==> config.mk <==
export PLATFORM = sky130hd
export DESIGN_NAME = cdr_lock_status_squelch
export DESIGN_NICKNAME = d
export VERILOG_FILES = /design/src/design/cdr_lock_status_squelch.v
export VERILOG_INCLUDE_DIRS = /design/src /design/src/include
export SDC_FILE = /design/constraint.sdc
export NUM_CORES = 1
export LEC_CHECK = 0
export BUFFER_PORTS_ARGS = -buffer_cell sky130_fd_sc_hd__buf_4
export CAP_MARGIN = 20
export CORE_ASPECT_RATIO = 1.5
export CORE_MARGIN = 2
export CORE_UTILIZATION = 40
export CTS_BUF_LIST = sky130_fd_sc_hd__clkbuf_4 sky130_fd_sc_hd__clkbuf_8
export DETAILED_ROUTE_END_ITERATION = 10
export GPL_TIMING_DRIVEN = 0
export PLACE_DENSITY_LB_ADDON = 0.15
export SLEW_MARGIN = 20
export SYNTH_ARGS = -nofsm -noshare
export SYNTH_HDL_FRONTEND = slang
export SYNTH_HIERARCHICAL = 1
export SYNTH_SLANG_ARGS = --single-unit
export TNS_END_PERCENT = 5
==> constraint.sdc <==
create_clock -name ref_clk_i -period 3.9 [get_ports ref_clk_i]
set_input_delay 0.585 -clock ref_clk_i [delete_from_list [all_inputs] [get_ports ref_clk_i]]
set_output_delay 0.585 -clock ref_clk_i [all_outputs]
set_load 0.1 [all_outputs]
==> src/include/cdr_lock_defs.vh <==
// register offsets, field positions, reset values and timing counts
`ifndef CDR_LOCK_DEFS_VH
`define CDR_LOCK_DEFS_VH

// ****************************************************************
// register offsets (byte addresses)
// ****************************************************************
`define ADDR_REFERENCE_CONTROL   4'h0
`define ADDR_LOCK_STATUS_CONTROL 4'h4
`define ADDR_OUTPUT_CONTROL      4'h8
`define ADDR_STATUS              4'hC

// ****************************************************************
// field positions
// ****************************************************************
`define REF_LOCK_BIT     0
`define REF_FINE_BIT     1
`define REF_RATIO_LSB    2
`define REF_RATIO_MSB    5
`define REF_RANGE_LSB    6
`define REF_RANGE_MSB    7
`define LSC_STICKY_CLR   6
`define LSC_STICKY_SEL   7
`define OUT_SQ_MODE      1
`define OUT_LOSS_POL     2
`define STAT_STICKY_BIT  4

// ****************************************************************
// reset values
// ****************************************************************
`define RST_REFERENCE_CONTROL   8'h00
`define RST_LOCK_STATUS_CONTROL 8'h00
`define RST_OUTPUT_CONTROL      8'h00

// ****************************************************************
// frequency error limits (ppm) and timing
// ****************************************************************
`define PPM_LOCK_IN      250
`define PPM_LOCK_OUT     1000
`define LOSS_RESP_NS     500
`define CLK_PERIOD_NS    50
`define HARM_BIT_PERIODS 16384
`define TUNE_BOTTOM      16'h0000
`define TUNE_STEP_MAX    16'h0400

`endif

==> src/design/cdr_lock_status_squelch.v <==
// lock supervision, signal-loss flag and squelch output gating
//
// What this block does
// - error above 1000 ppm raises lock lost and starts a new acquisition.
// - each normal acquisition restarts oscillator tuning at the range bottom.
// - tuning steps coarse then finer; lock lost drops within 250 ppm.
// - falling lock lost turns off the frequency loop, phase loop proceeds.
// - signal-loss output is one when amplitude is below threshold.
// - signal-loss responds within about 500 ns of a level change.
// - signal-loss active high after reset, active low when polarity bit set.
// - signal-loss stays asserted until level reaches twice the threshold.
// - signal-loss uses absolute level, unaffected by slice offset.
// - lock-to-reference bit, range and ratio select reference comparison.
// - reference mode reacquires against reference on error above 1000 ppm.
// - any lock-lost event sets a sticky status bit that stays set.
// - writing one then zero to clear bit clears the sticky bit.
// - sticky select zero shows live lock lost, one shows sticky bit.
// - lower harmonic detected raises lock lost and restarts acquisition.
// - harmonic lock is detected within 16384 bit periods over density.
// - higher harmonics are left to the ordinary frequency-error path.
// - harmonic detection is disabled in reference lock mode.
// - squelch mode zero with squelch high zeroes clock and data.
// - squelch mode one: high silences data, low silences clock.
// - reference change needs lock bit zero-to-one; device relocks then.
`timescale 1ns/100ps
`include "cdr_lock_defs.vh"

module cdr_lock_status_squelch #(
  parameter ERR_W     = 16,
  parameter HARM_CNT  = `HARM_BIT_PERIODS,
  parameter LOSS_NS   = `LOSS_RESP_NS
) (
  // clock and reset
  input  wire             ref_clk_i,
  input  wire             srst_i,
  // register port
  input  wire [3:0]       addr_i,
  input  wire [7:0]       wdata_i,
  input  wire             wr_i,
  input  wire             rd_i,
  output reg  [7:0]       rdata_o,
  // analog measurement inputs (asynchronous)
  input  wire [ERR_W-1:0] data_ppm_err_i,
  input  wire [ERR_W-1:0] ref_ppm_err_i,
  input  wire             data_freq_above_i,
  input  wire             level_below_thr_i,
  input  wire             level_above_2thr_i,
  input  wire             lower_harmonic_i,
  input  wire             bit_tick_i,
  input  wire             squelch_i,
  // recovered outputs before gating
  input  wire             rec_clk_i,
  input  wire             rec_data_i,
  // loop control
  output reg  [15:0]      vco_tune_o,
  output reg              freq_loop_en_o,
  output reg              use_reference_o,
  output reg  [3:0]       ratio_o,
  output reg  [1:0]       range_o,
  // status pins and gated outputs
  output reg              lock_lost_flag_o,
  output reg              signal_loss_flag_o,
  output reg              recovered_clock_out_o,
  output reg              recovered_data_out_o
);

  localparam LOSS_CYC = (LOSS_NS + `CLK_PERIOD_NS - 1) / `CLK_PERIOD_NS;
  localparam S_ACQ    = 2'b01;
  localparam S_LOCK   = 2'b10;

  // ****************************************************************
  // input synchronisers
  // ****************************************************************
  wire [ERR_W-1:0] derr_s;
  wire [ERR_W-1:0] rerr_s;
  wire             above_s;
  wire             below_s;
  wire             above2_s;
  wire             harm_s;
  wire             tick_s;
  wire             squelch_s;

  sync_2ff #(
    .W (ERR_W)
  ) i_sync_derr (
    .clk_i (ref_clk_i),
    .d_i   (data_ppm_err_i),
    .q_o   (derr_s)
  );

  sync_2ff #(
    .W (ERR_W)
  ) i_sync_rerr (
    .clk_i (ref_clk_i),
    .d_i   (ref_ppm_err_i),
    .q_o   (rerr_s)
  );

  sync_2ff #(
    .W (1)
  ) i_sync_above (
    .clk_i (ref_clk_i),
    .d_i   (data_freq_above_i),
    .q_o   (above_s)
  );

  sync_2ff #(
    .W (1)
  ) i_sync_below (
    .clk_i (ref_clk_i),
    .d_i   (level_below_thr_i),
    .q_o   (below_s)
  );

  sync_2ff #(
    .W (1)
  ) i_sync_above2 (
    .clk_i (ref_clk_i),
    .d_i   (level_above_2thr_i),
    .q_o   (above2_s)
  );

  sync_2ff #(
    .W (1)
  ) i_sync_harm (
    .clk_i (ref_clk_i),
    .d_i   (lower_harmonic_i),
    .q_o   (harm_s)
  );

  sync_2ff #(
    .W (1)
  ) i_sync_tick (
    .clk_i (ref_clk_i),
    .d_i   (bit_tick_i),
    .q_o   (tick_s)
  );

  // squelch is retimed before it gates anything, so no runt pulses
  sync_2ff #(
    .W (1)
  ) i_sync_squelch (
    .clk_i (ref_clk_i),
    .d_i   (squelch_i),
    .q_o   (squelch_s)
  );

  // ****************************************************************
  // registers
  // ****************************************************************
  reg [7:0] ref_ctrl_ff;
  reg [7:0] lsc_ctrl_ff;
  reg [7:0] out_ctrl_ff;
  reg [1:0] state_ff;
  reg       sticky_ff;
  reg       lock_bit_q_ff;
  reg       clr_arm_ff;
  wire      ref_mode = ref_ctrl_ff[`REF_LOCK_BIT];
  wire      wr_ref   = wr_i && addr_i == `ADDR_REFERENCE_CONTROL;
  wire      wr_lsc   = wr_i && addr_i == `ADDR_LOCK_STATUS_CONTROL;
  wire      wr_out   = wr_i && addr_i == `ADDR_OUTPUT_CONTROL;

  always @(posedge ref_clk_i) begin
    if (srst_i) begin
      ref_ctrl_ff <= `RST_REFERENCE_CONTROL;
      lsc_ctrl_ff <= `RST_LOCK_STATUS_CONTROL;
      out_ctrl_ff <= `RST_OUTPUT_CONTROL;
      rdata_o     <= 8'h00;
    end else begin
      if (wr_ref)
        ref_ctrl_ff <= wdata_i;
      if (wr_lsc)
        lsc_ctrl_ff <= wdata_i;
      if (wr_out)
        out_ctrl_ff <= wdata_i;
      if (rd_i) begin
        case (addr_i)
          `ADDR_REFERENCE_CONTROL:   rdata_o <= ref_ctrl_ff;
          `ADDR_LOCK_STATUS_CONTROL: rdata_o <= lsc_ctrl_ff;
          `ADDR_OUTPUT_CONTROL:      rdata_o <= out_ctrl_ff;
          `ADDR_STATUS:              rdata_o <= {3'b000, sticky_ff, 1'b0,
                                       signal_loss_flag_o, 1'b0,
                                       state_ff == S_ACQ};
          default:                   rdata_o <= 8'h00;
        endcase
      end else begin
        rdata_o <= 8'h00;
      end
    end
  end

  always @* begin
    use_reference_o = ref_mode;
    ratio_o         = ref_ctrl_ff[`REF_RATIO_MSB:`REF_RATIO_LSB];
    range_o         = ref_ctrl_ff[`REF_RANGE_MSB:`REF_RANGE_LSB];
  end

  // ****************************************************************
  // harmonic detector: condition must persist for HARM_CNT bit ticks
  // ****************************************************************
  reg [14:0] harm_cnt_ff;
  reg        tick_q_ff;
  reg        harm_hit_ff;
  wire       tick_edge = tick_s & ~tick_q_ff;

  always @(posedge ref_clk_i) begin
    if (srst_i) begin
      harm_cnt_ff <= 15'h0000;
      tick_q_ff   <= 1'b0;
      harm_hit_ff <= 1'b0;
    end else begin
      tick_q_ff   <= tick_s;
      harm_hit_ff <= 1'b0;
      // only lower harmonics, never in reference mode
      if (ref_mode || !harm_s || state_ff != S_LOCK) begin
        harm_cnt_ff <= 15'h0000;
      end else if (tick_edge) begin
        if (harm_cnt_ff == HARM_CNT[14:0] - 15'h0001) begin
          harm_cnt_ff <= 15'h0000;
          harm_hit_ff <= 1'b1;
        end else begin
          harm_cnt_ff <= harm_cnt_ff + 15'h0001;
        end
      end
    end
  end

  // ****************************************************************
  // frequency acquisition state machine
  // ****************************************************************
  wire [ERR_W-1:0] err = ref_mode ? rerr_s : derr_s;
  wire            err_big   = err > `PPM_LOCK_OUT;
  wire            err_small = err <= `PPM_LOCK_IN;
  wire            lock_rise = ref_mode & ~lock_bit_q_ff;
  reg  [15:0]     step;

  always @* begin
    if (err > 16'h4000)
      step = `TUNE_STEP_MAX;
    else if (err > 16'h0400)
      step = 16'h0040;
    else
      step = 16'h0001;
  end

  always @(posedge ref_clk_i) begin
    if (srst_i) begin
      state_ff       <= S_ACQ;
      vco_tune_o     <= `TUNE_BOTTOM;
      freq_loop_en_o <= 1'b1;
      lock_bit_q_ff  <= 1'b0;
    end else begin
      lock_bit_q_ff <= ref_mode;
      case (state_ff)
        S_ACQ: begin
          freq_loop_en_o <= 1'b1;
          if (lock_rise) begin
            vco_tune_o <= `TUNE_BOTTOM;
          end else if (err_small) begin
            state_ff       <= S_LOCK;
            freq_loop_en_o <= 1'b0;
          end else if (above_s) begin
            vco_tune_o <= vco_tune_o + step;
          end
        end
        S_LOCK: begin
          if (err_big || harm_hit_ff || lock_rise) begin
            state_ff       <= S_ACQ;
            freq_loop_en_o <= 1'b1;
            vco_tune_o     <= `TUNE_BOTTOM;
          end
        end
        default: begin
          state_ff <= S_ACQ;
        end
      endcase
    end
  end

  // ****************************************************************
  // sticky lock-lost bit and its one-then-zero clear
  // ****************************************************************
  wire lol_event = state_ff == S_ACQ;

  always @(posedge ref_clk_i) begin
    if (srst_i) begin
      sticky_ff  <= 1'b0;
      clr_arm_ff <= 1'b0;
    end else begin
      if (wr_lsc)
        clr_arm_ff <= wdata_i[`LSC_STICKY_CLR];
      if (lol_event)
        sticky_ff <= 1'b1;
      else if (wr_lsc && clr_arm_ff && !wdata_i[`LSC_STICKY_CLR])
        sticky_ff <= 1'b0;
    end
  end

  // ****************************************************************
  // signal-loss detector with hysteresis and response delay
  // ****************************************************************
  reg [4:0] loss_cnt_ff;
  reg       loss_ff;
  wire      want = loss_ff ? !above2_s : below_s;

  always @(posedge ref_clk_i) begin
    if (srst_i) begin
      loss_ff     <= 1'b0;
      loss_cnt_ff <= 5'h00;
    end else if (want == loss_ff) begin
      loss_cnt_ff <= 5'h00;
    end else if (loss_cnt_ff == LOSS_CYC[4:0] - 5'h01) begin
      loss_ff     <= want;
      loss_cnt_ff <= 5'h00;
    end else begin
      loss_cnt_ff <= loss_cnt_ff + 5'h01;
    end
  end

  // ****************************************************************
  // status pins
  // ****************************************************************
  always @(posedge ref_clk_i) begin
    if (srst_i) begin
      lock_lost_flag_o   <= 1'b1;
      signal_loss_flag_o <= 1'b0;
    end else begin
      lock_lost_flag_o   <= lsc_ctrl_ff[`LSC_STICKY_SEL] ?
                            sticky_ff : lol_event;
      signal_loss_flag_o <= loss_ff ^ out_ctrl_ff[`OUT_LOSS_POL];
    end
  end

  // ****************************************************************
  // squelch gating of recovered clock and data
  // ****************************************************************
  always @(posedge ref_clk_i) begin
    if (srst_i) begin
      recovered_clock_out_o <= 1'b0;
      recovered_data_out_o  <= 1'b0;
    end else if (!out_ctrl_ff[`OUT_SQ_MODE]) begin
      recovered_clock_out_o <= rec_clk_i & ~squelch_s;
      recovered_data_out_o  <= rec_data_i & ~squelch_s;
    end else begin
      recovered_clock_out_o <= rec_clk_i & squelch_s;
      recovered_data_out_o  <= rec_data_i & ~squelch_s;
    end
  end

endmodule

// ****************************************************************
// two-flop synchroniser for inputs from outside the clock domain
// ****************************************************************
module sync_2ff #(
  parameter W = 1
) (
  // clock
  input  wire         clk_i,
  // asynchronous input and its synchronised copy
  input  wire [W-1:0] d_i,
  output reg  [W-1:0] q_o
);

  reg [W-1:0] meta_ff;

  // only the second flop is read by logic
  always @(posedge clk_i) begin
    meta_ff <= d_i;
    q_o     <= meta_ff;
  end

endmodule

==> flow_metrics.env <==
export IMPL_status="finished clean"
export IMPL_cts_setup_buffers=0
export IMPL_synth_top_family_by_area="simple AND/OR/NAND/NOR gates"
export IMPL_holdBufCountCts=0
export IMPL_grt_max_degree=17
export IMPL_syn_area_per_cell_sq_um=10.3
export IMPL_grt_pass1_vias=3980
export IMPL_initial_core_util=0.406
export IMPL_netlist_top_cells_area="dfxtp_1, mux2i_1, nor2_1"
export IMPL_grt_pass1_wl_um=18500
export IMPL_die_area_sq_um=14500
export IMPL_final_core_util=0.503
export IMPL_stdcell_area_sq_um=6700
export IMPL_antenna_cells=0
export IMPL_cts_root_buf="clkbuf_8"
export IMPL_numCtsBuffers=17
export IMPL_finalHoldViolations=0
export IMPL_path_delay_family="compound AO/OA/AOI/OAI gates"
export IMPL_place_area_sq_um=6290
export IMPL_port_buffers=90
export IMPL_worstSetupPathType="flip-flop to flip-flop"
export IMPL_clk_latency_ns=0.43
export IMPL_synth_seq_cells=156
export IMPL_drc_errors=0
export IMPL_vias=4071
export IMPL_synth_mux_area_frac=0.0762
export IMPL_clk_pin_slew_ns=0.08
export IMPL_io_pins=92
export IMPL_die_h_um=147
export IMPL_hold_class="input port to flip-flop"
export IMPL_synth_edf_count=0
export IMPL_register_area_sq_um=3120
export IMPL_netlist_area_leader_share=0.577
export IMPL_p_leak_nw=2.78
export IMPL_synth_nets=587
export IMPL_dp_cells=776
export IMPL_path_buf_inv=2
export IMPL_synthSimpleGateAreaFrac=0.182
export IMPL_synthXorXnorAreaFrac=0.0307
export IMPL_fp_dieW_um=99.0
export IMPL_wl_per_cell_um=13.9
export IMPL_arrival_ns=3.84
export IMPL_final_common_cell="dfxtp_1"
export IMPL_ys_warn_count=6
export IMPL_synthArstFlopShare=0
export IMPL_fin_crit_ns=3.50
export IMPL_period_share=0.897
export IMPL_seq_area_frac_synth=0.577
export IMPL_rsz0062_at_grt="no"
export IMPL_crit_path_start_kind="flip-flop"
export IMPL_final_nets=696
export IMPL_num_rows=52
export IMPL_crit_required_ns=4.24
export IMPL_setup_tns_ns=0
export IMPL_layout_common_cells="dfxtp_1, buf_4, nor2_1"
export IMPL_syn2layout_area_growth_pct=23.8
export IMPL_grt_ovfl_total=0
export IMPL_clock_path_buffers=2
export IMPL_relSlewSlack=0.517
export IMPL_cts_tree="done"
export IMPL_drv_slew=0
export IMPL_gp_congestion=0.789
export IMPL_fillCellCount=1265
export IMPL_final_cells=808
export IMPL_cts_htree_levels=4
export IMPL_syn_area_sq_um=5420
export IMPL_synth_cell_type_count=51
export IMPL_antenna_left=0
export IMPL_grt_util_all_layers=0.159
export IMPL_antenna_found_initial=0
export IMPL_crit_chain="clkbuf_1 > clkbuf_1 > nand3_1 > a21boi_0 > o2111a_1 > nor2_1 > ha_1 > nand3_1 > o21ba_2 > o21ai_0 > or4_1 > o211ai_1"
export IMPL_synth_compound_area_share=0.0862
export IMPL_cts_num_sinks=156
export IMPL_cts_resized=0
export IMPL_holdWs_ns=0.253
export IMPL_power_density_nw_per_um2=456
export IMPL_tightest_slew_ns=0.725
export IMPL_path_max_fanout=10
export IMPL_core_area_sq_um=13300
export IMPL_drive_above_1_share=0.209
export IMPL_routed_via_density=5.04
export IMPL_fmax_mhz=286
export IMPL_post_synth_top_area_cell="dfxtp_1"
export IMPL_synth_ff_type="dfxtp_1"
export IMPL_setup_viol=0
export IMPL_ir_drop_uv=396
export IMPL_drt_wl_total_um=11200
export IMPL_cap_violations=0
export IMPL_hpwlAfterDp_um=8290
export IMPL_syn_inst=524
export IMPL_multi_input_area_sq_um=2120
export IMPL_drtPass1Iterations=4
export IMPL_drt_iter0_drc=123
export IMPL_cp_slowest_stage_delay_ns=0.53
export IMPL_crit_path_end_kind="flip-flop"
export IMPL_finalClockSkew_ns=0.0110
export IMPL_crit_slowest_cell="dfxtp_1"
export IMPL_synthAdderAreaFrac=0.0162
## through the flow
| stage | total power [W] | worst slack, ns |
|---|---|---|
| after CTS | 0.00311 | 0.350 |
| after global placement | 0.00189 | 0.452 |
| after detailed placement | 0.00189 | 0.385 |
| after floorplan | 0.00181 | 0.422 |
| final | 0.00306 | 0.403 |
| after global routing | 0.00319 | 0.129 |
## layer usage
layer / GRT usage / up-vias / part of all wire / wire length [um]
li1: - / 2055 / - / -
met1: 0.183 / 1918 / 0.42 / 4690
met2: 0.279 / 93 / 0.53 / 5970
met3: 0.0373 / 5 / 0.043 / 477
met4: 0.0644 / 0 / 0.0080 / 90
met5: 0 / - / 0 / 0
## cells in the mapped netlist (2+ instances only)
cell type and count:
nand2b_1 3, and2_1 2, nand4_1 13, a31oi_1 2
nor4_1 5, nor2b_1 9, buf_2 2, o22a_1 3
buf_4 6, o211ai_1 12, or4_1 3, o21ai_0 10
clkbuf_1 14, a22oi_1 2, nor3b_1 2, o32ai_1 2
or3_1 7, o31ai_1 2, nand4b_1 4, xnor2_1 14
nand3b_1 5, inv_1 18, nand3_1 30, dfxtp_1 156
a21oi_1 13, o311ai_1 3, and3_1 6, o211a_1 2
nand2_1 18, xor2_1 5, ha_1 7, nor3_1 8
nor2_1 76, or3b_1 3, o2111ai_1 2, mux2i_1 39
o21a_1 2
## power breakdown
group          internal [W]  leakage (nW)  switching [W]
clock              0.000627         0.205       0.000581
sequential          0.00164          1.29      0.0000219
combinational     0.0000751          1.29       0.000111
total               0.00235          2.78       0.000715
## final timing paths
kind / from / endpoint / slack, ns / cells past startpoint
worst min register to register: i_sync_rerr/meta_ff[1] / i_sync_rerr/q_o[1] / 0.33 / 0
worst max-delay path: ref_ctrl_ff[0] / vco_tune_o[11] / 0.40 / 12
worst max register to register: ref_ctrl_ff[0] / vco_tune_o[11] / 0.40 / 12
worst min-delay path: ref_ppm_err_i[13] / i_sync_rerr/meta_ff[13] / 0.25 / 1
## registers in the layout, indices dropped and copies added (netlist names), 15 cells and up
name                 flops
i_sync_derr/q_o         16
harm_cnt_ff             15
i_sync_rerr/q_o         16
i_sync_derr/meta_ff     16
i_sync_rerr/meta_ff     16
vco_tune_o              16
## logic make-up after synthesis
family,count (synthesis)
flip-flops,156
AND/OR/NAND/NOR,197
adder cells (fa/ha/maj),7
multiplexers,40
XOR/XNOR,19
AO/OA/AOI/OAI,65
buffers and inverters,40
## area by class of cell
type / instances / area share
Clock inverter: 11 / 0.0198
Multi-Input combinational cell: 328 / 0.316
Buffer: 22 / 0.0161
Tap cell: 162 / 0.0302
Timing Repair Buffer: 90 / 0.101
Clock buffer: 21 / 0.0412
Sequential cell: 156 / 0.466
Inverter: 18 / 0.0101
(Power assumes the default switching activity.)
